--- src/common/ddr3r_consts.svh ---
/*
  Constants for the dual-rank command and address front end: pin field
  positions, mode register layout and the timing figures of the memory.
  Assumes inclusion by bare name from design files only.
*/
`ifndef DDR3R_CONSTS_SVH
`define DDR3R_CONSTS_SVH

// Address pin roles
`define DDR3R_ROW_W        16
`define DDR3R_COL_W        10
`define DDR3R_A_AUTOPRE    10
`define DDR3R_A_CHOP       12
`define DDR3R_BANK_W       3
`define DDR3R_BANKS        8
`define DDR3R_NUM_MR       4
`define DDR3R_MR_W         16

// Burst length field, mode register 0 bits [1:0]
`define DDR3R_MR_BL_LSB    0
`define DDR3R_MR_BL_FIXED8 2'h0
`define DDR3R_MR_BL_OTF    2'h1
`define DDR3R_MR_BL_BC4    2'h2

// Refresh demand on the controller
`define DDR3R_REF_COUNT    8192
`define DDR3R_REF_WIN_MS   64
`define DDR3R_REF_HOT_MS   32

// Speed grades, times in picoseconds, latencies in clocks
`define DDR3R_TCK_FAST_PS  1071
`define DDR3R_CL_FAST      13
`define DDR3R_TRCD_FAST_PS 13910
`define DDR3R_TRP_FAST_PS  13910
`define DDR3R_TCK_SLOW_PS  1250
`define DDR3R_CL_SLOW      11
`define DDR3R_TRCD_SLOW_PS 13750
`define DDR3R_TRP_SLOW_PS  13750

`endif

--- src/common/ddr3r_pkg.sv ---
/*
  Types for the dual-rank command and address front end.
  Assumes the encodings match the row strobe, column strobe and write
  enable levels as sampled, active low.
*/
package ddr3r_pkg;

  typedef enum logic [2:0] {
    DDR3R_CMD_MODE   = 3'b000,
    DDR3R_CMD_REF    = 3'b001,
    DDR3R_CMD_PRE    = 3'b010,
    DDR3R_CMD_ACT    = 3'b011,
    DDR3R_CMD_WRITE  = 3'b100,
    DDR3R_CMD_READ   = 3'b101,
    DDR3R_CMD_ZQ     = 3'b110,
    DDR3R_CMD_NOP    = 3'b111
  } ddr3r_cmd_e;

  typedef enum logic [1:0] {
    DDR3R_PWR_ACTIVE = 2'b00,
    DDR3R_PWR_PPD    = 2'b01,
    DDR3R_PWR_APD    = 2'b10,
    DDR3R_PWR_SREF   = 2'b11
  } ddr3r_pwr_e;

endpackage

--- src/rtl/ddr3r_cmd_addr.sv ---
/*
  Command, address and clock-enable front end of a two-rank memory package.
  Pins are sampled by ref_clk; the memory clock pair is found by edge detect,
  so the memory clock must be far slower than ref_clk.
*/
`timescale 1ns/1ps
`include "ddr3r_consts.svh"

// How it works
// - Command and address captured where true clock rises, complement falls.
// - Activate takes sixteen address bits as the row of the bank.
// - Read or write takes ten column bits; bit ten asks auto precharge.
// - Precharge closes one bank, or all banks when bit ten high.
// - Load mode writes the address value into a mode register.
// - Bank inputs pick mode register zero to three for load mode.
// - Bank inputs pick one of eight banks for bank commands.
// - With on-the-fly chop, bit twelve high gives eight beats, low four.
// - Clock enable low enters self refresh with a refresh command, else power-down by bank state.
// - Entry and power-down exit synchronous; self-refresh exit needs no clock.
// - Power-down ignores all inputs but clock, enable, reset, termination.
// - Self refresh ignores all inputs but clock enable and reset.
// - Two ranks, each with own select, enable, termination; shared lines.
// - A rank with select high ignores every command.
// - Command is the strobe, enable and select levels at one edge.
module ddr3r_cmd_addr #(
  parameter int RANKS = 2
) (
  input  wire logic                         ref_clk,
  input  wire logic                         arst_n,
  input  wire logic                         ckP,
  input  wire logic                         ckN,
  input  wire logic [RANKS-1:0]             csN,
  input  wire logic [RANKS-1:0]             ckeIn,
  input  wire logic [RANKS-1:0]             odtIn,
  input  wire logic                         rasN,
  input  wire logic                         casN,
  input  wire logic                         weN,
  input  wire logic [`DDR3R_BANK_W-1:0]     bankIn,
  input  wire logic [`DDR3R_ROW_W-1:0]      addrIn,
  input  wire logic                         resetPinN,
  output logic      [RANKS-1:0]             rankStrobe,
  output ddr3r_pkg::ddr3r_cmd_e             cmdKind,
  output logic      [`DDR3R_BANK_W-1:0]     cmdBank,
  output logic      [`DDR3R_ROW_W-1:0]      cmdAddr,
  output logic      [`DDR3R_COL_W-1:0]      cmdCol,
  output logic                              cmdAutoPre,
  output logic                              cmdBurstChop,
  output logic      [RANKS*`DDR3R_BANKS-1:0] bankOpen,
  output logic      [RANKS*2-1:0]           pwrState,
  output logic      [RANKS-1:0]             odtActive,
  output logic      [RANKS*64-1:0]          modeRegs
);

  localparam int SW = 2 + 3 * RANKS + 3 + `DDR3R_BANK_W + `DDR3R_ROW_W + 1;
  // Select idle high, strobes idle high, reset pin idle high
  localparam logic [SW-1:0] SYNC_INIT = {2'h0, {RANKS{1'b1}}, {(2 * RANKS){1'b0}}, 3'h7,
                                         {(`DDR3R_BANK_W + `DDR3R_ROW_W){1'b0}}, 1'h1};

  logic [SW-1:0]              syncOut;
  logic                       ckPS;
  logic                       ckNS;
  logic [RANKS-1:0]           csS;
  logic [RANKS-1:0]           ckeS;
  logic [RANKS-1:0]           odtS;
  logic                       rasS;
  logic                       casS;
  logic                       weS;
  logic [`DDR3R_BANK_W-1:0]   baS;
  logic [`DDR3R_ROW_W-1:0]    adS;
  logic                       rstPinS;
  logic                       ckPrev_q;
  logic [RANKS-1:0]           accept;
  logic [RANKS-1:0]           chopW;

  ddr3r_sync #(
    .W    (SW),
    .INIT (SYNC_INIT)
  ) u_sync (
    .ref_clk (ref_clk),
    .arst_n  (arst_n),
    .pinIn   ({ckP, ckN, csN, ckeIn, odtIn, rasN, casN, weN, bankIn, addrIn, resetPinN}),
    .syncOut (syncOut)
  );

  assign {ckPS, ckNS, csS, ckeS, odtS, rasS, casS, weS, baS, adS, rstPinS} = syncOut;

  always_ff @(posedge ref_clk or negedge arst_n) begin
    if (!arst_n) begin
      ckPrev_q <= 1'b0;
    end else begin
      ckPrev_q <= ckPS;
    end
  end

  wire ckEdge = ckPS & ~ckPrev_q & ~ckNS;
  wire [2:0] cmdCodeW = {rasS, casS, weS};
  wire isMode  = cmdCodeW == ddr3r_pkg::DDR3R_CMD_MODE;
  wire isRef   = cmdCodeW == ddr3r_pkg::DDR3R_CMD_REF;
  wire isPre   = cmdCodeW == ddr3r_pkg::DDR3R_CMD_PRE;
  wire isAct   = cmdCodeW == ddr3r_pkg::DDR3R_CMD_ACT;
  wire isRdWr  = (cmdCodeW == ddr3r_pkg::DDR3R_CMD_READ) | (cmdCodeW == ddr3r_pkg::DDR3R_CMD_WRITE);
  wire [`DDR3R_BANKS-1:0] bankHot = `DDR3R_BANKS'(1) << baS;
  wire anyAccept = |accept;
  // One select low per edge is assumed, so an OR picks the right rank
  wire chopPick  = |(accept & chopW);

  // row, column and auto precharge, bank
  always_ff @(posedge ref_clk or negedge arst_n) begin
    if (!arst_n) begin
      cmdKind      <= ddr3r_pkg::DDR3R_CMD_NOP;
      cmdBank      <= '0;
      cmdAddr      <= '0;
      cmdCol       <= '0;
      cmdAutoPre   <= 1'b0;
      cmdBurstChop <= 1'b0;
    end else if (anyAccept) begin
      cmdKind      <= ddr3r_pkg::ddr3r_cmd_e'(cmdCodeW);
      cmdBank      <= baS;
      cmdAddr      <= adS;
      cmdCol       <= adS[`DDR3R_COL_W-1:0];
      cmdAutoPre   <= adS[`DDR3R_A_AUTOPRE];
      cmdBurstChop <= chopPick;
    end
  end

  // one independent state set per rank
  genvar r;
  generate
    for (r = 0; r < RANKS; r++) begin : g_rank
      ddr3r_pkg::ddr3r_pwr_e   pwr_q;
      ddr3r_pkg::ddr3r_pwr_e   pwr_d;
      logic [`DDR3R_BANKS-1:0] open_q;
      logic [`DDR3R_BANKS-1:0] open_d;
      logic                    strobe_q;
      logic                    odt_q;
      logic [`DDR3R_MR_W-1:0]  mr_q [`DDR3R_NUM_MR];

      wire isActive = pwr_q == ddr3r_pkg::DDR3R_PWR_ACTIVE;
      // select high masks; receivers off when asleep
      assign accept[r] = ckEdge & ~csS[r] & ckeS[r] & isActive & rstPinS;
      wire srefReq = ~csS[r] & isRef;
      wire [1:0] blMode = mr_q[0][`DDR3R_MR_BL_LSB +: 2];
      // chop from bit twelve only when enabled on the fly
      assign chopW[r] = (blMode == `DDR3R_MR_BL_OTF) ? ~adS[`DDR3R_A_CHOP] : (blMode == `DDR3R_MR_BL_BC4);

      // precharge one or all; auto precharge closes bank
      assign open_d = !rstPinS                                     ? '0 :
                      (accept[r] & isAct)                          ? (open_q | bankHot) :
                      (accept[r] & isPre & adS[`DDR3R_A_AUTOPRE])  ? '0 :
                      (accept[r] & isPre)                          ? (open_q & ~bankHot) :
                      (accept[r] & isRdWr & adS[`DDR3R_A_AUTOPRE]) ? (open_q & ~bankHot) :
                                                                     open_q;

      // entry by refresh command and bank state; self-refresh exit unclocked
      always_comb begin
        pwr_d = pwr_q;
        case (pwr_q)
          ddr3r_pkg::DDR3R_PWR_ACTIVE: begin
            if (ckEdge && !ckeS[r]) begin
              pwr_d = srefReq ? ddr3r_pkg::DDR3R_PWR_SREF :
                      (|open_q) ? ddr3r_pkg::DDR3R_PWR_APD : ddr3r_pkg::DDR3R_PWR_PPD;
            end
          end
          ddr3r_pkg::DDR3R_PWR_PPD,
          ddr3r_pkg::DDR3R_PWR_APD: begin
            if (ckEdge && ckeS[r]) begin
              pwr_d = ddr3r_pkg::DDR3R_PWR_ACTIVE;
            end
          end
          ddr3r_pkg::DDR3R_PWR_SREF: begin
            if (ckeS[r]) begin
              pwr_d = ddr3r_pkg::DDR3R_PWR_ACTIVE;
            end
          end
          default: pwr_d = ddr3r_pkg::DDR3R_PWR_ACTIVE;
        endcase
        if (!rstPinS) begin
          pwr_d = ddr3r_pkg::DDR3R_PWR_ACTIVE;
        end
      end

      always_ff @(posedge ref_clk or negedge arst_n) begin
        if (!arst_n) begin
          pwr_q    <= ddr3r_pkg::DDR3R_PWR_ACTIVE;
          open_q   <= '0;
          strobe_q <= 1'b0;
          odt_q    <= 1'b0;
        end else begin
          pwr_q    <= pwr_d;
          open_q   <= open_d;
          strobe_q <= accept[r];
          // termination control dropped in self refresh
          odt_q    <= (pwr_d == ddr3r_pkg::DDR3R_PWR_SREF) ? 1'b0 : (ckEdge ? odtS[r] : odt_q);
        end
      end

      // opcode stored, register chosen by bank bits
      always_ff @(posedge ref_clk or negedge arst_n) begin
        if (!arst_n) begin
          for (int i = 0; i < `DDR3R_NUM_MR; i++) begin
            mr_q[i] <= '0;
          end
        end else if (accept[r] && isMode && !baS[2]) begin
          mr_q[baS[1:0]] <= adS;
        end
      end

      assign rankStrobe[r]                                  = strobe_q;
      assign bankOpen[r*`DDR3R_BANKS +: `DDR3R_BANKS]        = open_q;
      assign pwrState[r*2 +: 2]                             = pwr_q;
      assign odtActive[r]                                   = odt_q;
      for (genvar m = 0; m < `DDR3R_NUM_MR; m++) begin : g_mr
        assign modeRegs[r*64 + m*16 +: 16] = mr_q[m];
      end

      cs_gate_a: assert property (@(posedge ref_clk) disable iff (!arst_n)
        strobe_q |-> $past(ckEdge) && !$past(csS[r]))
        else $error("Strobe without select low at a clock edge");
      act_open_a: assert property (@(posedge ref_clk) disable iff (!arst_n)
        accept[r] && isAct |=> open_q[$past(baS)] && strobe_q)
        else $error("Activate did not open its bank");
      pre_all_a: assert property (@(posedge ref_clk) disable iff (!arst_n)
        accept[r] && isPre && adS[`DDR3R_A_AUTOPRE] |=> open_q == '0)
        else $error("Precharge all left a bank open");
      pre_one_a: assert property (@(posedge ref_clk) disable iff (!arst_n)
        accept[r] && isPre && !adS[`DDR3R_A_AUTOPRE] |=>
          (open_q | $past(bankHot)) == ($past(open_q) | $past(bankHot)) && !open_q[$past(baS)])
        else $error("Single precharge touched the wrong banks");
      mrs_load_a: assert property (@(posedge ref_clk) disable iff (!arst_n)
        accept[r] && isMode && !baS[2] |=> mr_q[$past(baS[1:0])] == $past(adS))
        else $error("Mode register not loaded with opcode");
      pd_entry_a: assert property (@(posedge ref_clk) disable iff (!arst_n)
        isActive && ckEdge && !ckeS[r] && !srefReq && rstPinS |=>
          pwr_q == ($past(|open_q) ? ddr3r_pkg::DDR3R_PWR_APD : ddr3r_pkg::DDR3R_PWR_PPD))
        else $error("Wrong power-down kind entered");
      sref_exit_a: assert property (@(posedge ref_clk) disable iff (!arst_n)
        pwr_q == ddr3r_pkg::DDR3R_PWR_SREF && ckeS[r] |=> pwr_q == ddr3r_pkg::DDR3R_PWR_ACTIVE)
        else $error("Self refresh not left on clock enable high");
      sleep_mask_a: assert property (@(posedge ref_clk) disable iff (!arst_n)
        !isActive |=> !strobe_q)
        else $error("Command taken while asleep");
      sref_odt_a: assert property (@(posedge ref_clk) disable iff (!arst_n)
        pwr_q == ddr3r_pkg::DDR3R_PWR_SREF |-> !odt_q)
        else $error("Termination active in self refresh");
      chop_otf_a: assert property (@(posedge ref_clk) disable iff (!arst_n)
        accept[r] && isRdWr && blMode == `DDR3R_MR_BL_OTF |=> cmdBurstChop == !$past(adS[`DDR3R_A_CHOP]))
        else $error("On-the-fly chop not taken from bit twelve");
    end
  endgenerate

endmodule

--- src/rtl/ddr3r_sync.sv ---
/*
  Two flip-flop synchroniser for a bundle of pin levels.
  Assumes each bit is a slow level relative to ref_clk; no bundle coherence.
*/
`timescale 1ns/1ps
module ddr3r_sync #(
  parameter int           W    = 1,
  parameter logic [W-1:0] INIT = '0
) (
  input  wire logic         ref_clk,
  input  wire logic         arst_n,
  input  wire logic [W-1:0] pinIn,
  output logic      [W-1:0] syncOut
);

  logic [W-1:0] meta_q;

  always_ff @(posedge ref_clk or negedge arst_n) begin
    if (!arst_n) begin
      meta_q  <= INIT;
      syncOut <= INIT;
    end else begin
      meta_q  <= pinIn;
      syncOut <= meta_q;
    end
  end

endmodule

--- config.mk ---
export PLATFORM = sky130hd
export DESIGN_NAME = ddr3r_cmd_addr
export DESIGN_NICKNAME = d
export VERILOG_FILES = /design/src/common/ddr3r_pkg.sv /design/src/rtl/ddr3r_cmd_addr.sv /design/src/rtl/ddr3r_sync.sv
export VERILOG_INCLUDE_DIRS = /design/src /design/src/common
export SDC_FILE = /design/constraint.sdc
export NUM_CORES = 1
export LEC_CHECK = 0
export ABC_AREA = 1
export BUFFER_PORTS_ARGS = -buffer_cell sky130_fd_sc_hd__buf_2
export CORE_ASPECT_RATIO = 0.7
export CORE_UTILIZATION = 55
export CTS_CLUSTER_SIZE = 30
export DETAILED_ROUTE_END_ITERATION = 7
export HOLD_SLACK_MARGIN = 0.08
export MAX_ROUTING_LAYER = met4
export PLACE_DENSITY = 0.82
export SLEW_MARGIN = 0
export SYNTH_ARGS = -nofsm -noshare
export SYNTH_HDL_FRONTEND = slang
export SYNTH_HIERARCHICAL = 1
export SYNTH_SLANG_ARGS = --single-unit
export TNS_END_PERCENT = 5
--- constraint.sdc ---
create_clock -name ref_clk -period 3.94 [get_ports ref_clk]
set_clock_uncertainty 0.05 [all_clocks]
set_input_delay 0.591 -clock ref_clk [delete_from_list [all_inputs] [get_ports ref_clk]]
set_output_delay 0.591 -clock ref_clk [all_outputs]
set_load 0.1 [all_outputs]
==> summary.txt <==
Drt
  • Post-route DRC violation count: 18
  • Remaining antenna violation count: 0
  • Initial drt markers: ~540
  • Avg WL per Cell: 16.95 um
  • Via/cell ratio: 5.247
  • TritonRoute pass-1 iters: 7
  • Final wirelength: 21380 um
  • Vias post-DR: 6617

Clock tree
  • Post-CTS sizing: 0
  • Root Buffer: clkbuf_16
  • CTS sink count: 238
  • CTS tree: done
  • Setup Buffers After CTS: 0
  • Hold buffers post-CTS: 0
  • Cts bufs inserted: 22
  • Clk slew on worst S/H paths: 60 ps
  • # H-tree levels: 1
  • CTS max path bufs: 3
  • Worst skew pair latency: 490 ps

Critical path
  • Worst setup SP type: flip-flop
  • Slowest-stage cell, CP: nand3_1
  • R2r setup slk: 1290 ps
  • Critical path type: reg -> reg
  • Reg2reg path depth: 7
  • CP Buf/Inv Count: 2
  • Largest stage delay on the critical path: 780 ps
  • CP arrival: 2970 ps
  • CP Capture Type: flip-flop
  • Crit path cell chain: inv_1, ha_1, nor3b_1, nand2_1, inv_2, nand3_1, o21ai_0
  • Required time of the worst setup path: between 4000 and 5000 ps
  • CP delay by family, top: simple AND/OR/NAND/NOR gates
  • Critical Path Fanout Max: 32
  • Origin of the critical flop-to-flop path: g_rank[1].pwr_q[1]
  • Critical R2R Capture: modeRegs[121]

Finish
  • Layout area overhead: 21.47%
  • Nets: 1084
  • Diodes inserted: 0
  • Share of cells above drive strength 1: between 20% and 30%
  • Cell Count, Final, Fillers Out: 1261

Placement
  • Port bufs: 218
  • Dpl hpwl: around 15000 um
  • Inst Count DP: 1221
  • GP Congestion: 0.8961

Global routing
  • First-pass GRT wire length: 33280 um
  • Vias in the first global route: between 6000 and 7000
  • Grt ovf: 0
  • Global Route Usage Sum: 27.63%
  • Largest net degree at the start of global routing: about 110
  • Antenna violations before repair: 0

STA
  • Fin. max-slew vios: 0
  • Unrepaired setup endpoints after global routing: false
  • Max transition margin: roughly a quarter
  • Setup TNS Final: 0 ps
  • Setup violations, final: 0
  • Final period util: 67.20%
  • Final hold violation count: 0
  • Crit path time final: about 2600 ps
  • Fmax: 377.7 MHz
  • Worst-Margin Slew: 1096 ps

Power
  • Switching Fraction: a little over 40%
  • Part of the power in registers: 39.5%
  • Internal Power: 4.130 mW
  • Maximum VDD drop: 981.8 uV
  • P_leak: about 5.7 nW
  • Logic gate share of total power: 30.9%
  • Clock Power Share: 29.6%
  • Pwr Density: 664.2 nW/um^2
  • Switch Pwr: 2.890 mW

Floorplan
  • Initial Util: 56.31%
  • Num rows: 38
  • DIE AREA: 16330 um^2
  • Core ar.: 15450 um^2
  • Die W: about 150 um
  • Die Y-Extent: 107.2 um
  • Io pins: 219

Synth
  • Ys Warns: 6
  • Post-Syn Area: between 8000 and 9000 um^2
  • Post-synthesis cell type with the largest combined area: dfrtp_1
  • Post-Syn Area per Cell: a little over 10 um^2
  • Yosys reg bits: approximately 240
  • Register area share after synthesis: 68.67%
  • Post-Syn Nets: 881
  • Synth top area share: 64.14%
  • Ranking of synthesized cells by area: dfrtp_1 (64%), nand2_1 (9.8%), o21ai_0 (7.7%)
  • Post-synthesis instance total: 842
  • Unique masters post-synth: 21

Min path
  • Hold crit path type: in -> async

Status
  • Failing checks: design-rule violations
  • Run status: complete, but fails checks

Flow run
  • Number of max-cap violations: 0
==> layer usage <==
| layer | vias up | GRT usage (%) | share of wire, % |
|---|---|---|---|
| met4 | 0 | 5.831 | 1.7 |
| met3 | 29 | 5.376 | 8.2 |
| met2 | 300 | 39.34 | 43 |
| met5 | - | - | 0 |
| li1 | 3096 | - | - |
| met1 | 3192 | 41.51 | 47 |
==> how the worst max path moves through the flow <==
stage / start / to / slack, ps / cells past startpoint
final: g_rank[1].pwr_q[1] / modeRegs[121] / 1290 / 7
after global routing: g_rank[1].pwr_q[1] / modeRegs[88] / 980 / 7
after CTS: g_rank[1].pwr_q[1] / modeRegs[121] / 1260 / 7
after detailed placement: g_rank[1].pwr_q[0] / modeRegs[88] / 1300 / 7
after global placement: g_rank[1].pwr_q[0] / modeRegs[76] / 1480 / 7
after floorplan: g_rank[0].pwr_q[0] / modeRegs[10] / 1660 / 8
==> cell families after synthesis <==
group	after synthesis	share of synthesized area, %
and+or+nand+nor	296	13.55
DFF	238	68.67
AOI/OAI and AO/OA	191	11.03
buffers and inverters	109	5.637
adders and majority gates	6	0.8628
muxes	2	0.2588
==> power groups by stage <==
stage / clock network, mW / registers [mW] / logic (mW)
global route: 2.23 / 2.79 / 2.24
finish: 2.08 / 2.77 / 2.17
detailed placement: 0 / 2.81 / 2.17
global placement: 0 / 2.81 / 2.15
CTS: 2.13 / 2.77 / 2.17
floorplan: 0 / 3.82 / 0.869
==> cells in the final DEF, fill, tap and decap left out, types with 2 or more instances in the layout <==
cell	netlist	final
clkinv_2	0	6
buf_2	20	217
o21ai_1	14	14
o21ai_0	134	134
clkbuf_1	8	5
clkbuf_8	0	4
dfrtp_1	223	223
dfstp_2	15	15
inv_1	64	64
nor2_1	40	40
clkbuf_16	0	23
nand3_1	19	19
nor3b_1	2	2
a21oi_1	42	42
mux2_2	2	2
nand3b_1	2	2
nand4_1	4	4
ha_1	6	6
buf_4	15	3
inv_2	2	2
nand2_1	227	227
==> through the flow <==
step                      setup WS, ps  area (um^2)  util, %  hold WS, ps  total power [mW]
after CTS                         1260        10570    68.40        115.4             7.068
after global placement            1478         9852    63.76        281.7             4.954
after detailed placement          1304         9852    63.76        284.7             4.978
final                             1292        10570    68.40        115.2             7.020
after global routing             976.2        10570    68.40        112.9             7.262
after floorplan                   1655         8701        -        245.4             4.685
==> flip-flops by register name, summed over array words and instances, names as in the netlist <==
signal,count
ckPrev_q,1
cmdAddr,16
cmdBank,3
cmdBurstChop,1
cmdKind,3
g_rank.odt_q,2
g_rank.open_q,16
g_rank.pwr_q,4
g_rank.strobe_q,2
modeRegs,128
u_sync/meta_q,31
u_sync/syncOut,31
==> cells in the mapped netlist <==
| cell type | instances |
|---|---|
| clkbuf_1 | 8 |
| nand4_1 | 4 |
| nor3b_1 | 2 |
| a21oi_1 | 42 |
| o21ai_0 | 134 |
| dfstp_2 | 15 |
| inv_1 | 64 |
| o21ai_1 | 14 |
| nor2_1 | 40 |
| dfrtp_1 | 223 |
| o221ai_1 | 1 |
| inv_2 | 2 |
| nand2_1 | 227 |
| nand3_1 | 19 |
| buf_4 | 15 |
| buf_2 | 20 |
| nor4_4 | 1 |
| mux2_2 | 2 |
| nor3_1 | 1 |
| nand3b_1 | 2 |
| ha_1 | 6 |
==> area by class of cell <==
type | count | area (um^2)
clock buffers | 32 | 649.4
clock inverters | 8 | 67.56
fillers | 1188 | 4883
inverters | 66 | 247.7
multi-input cells | 495 | 2236
flip-flops and latches | 238 | 5974
well taps | 200 | 250.2
repair buffers | 222 | 1144
(Power assumes the default switching activity.)
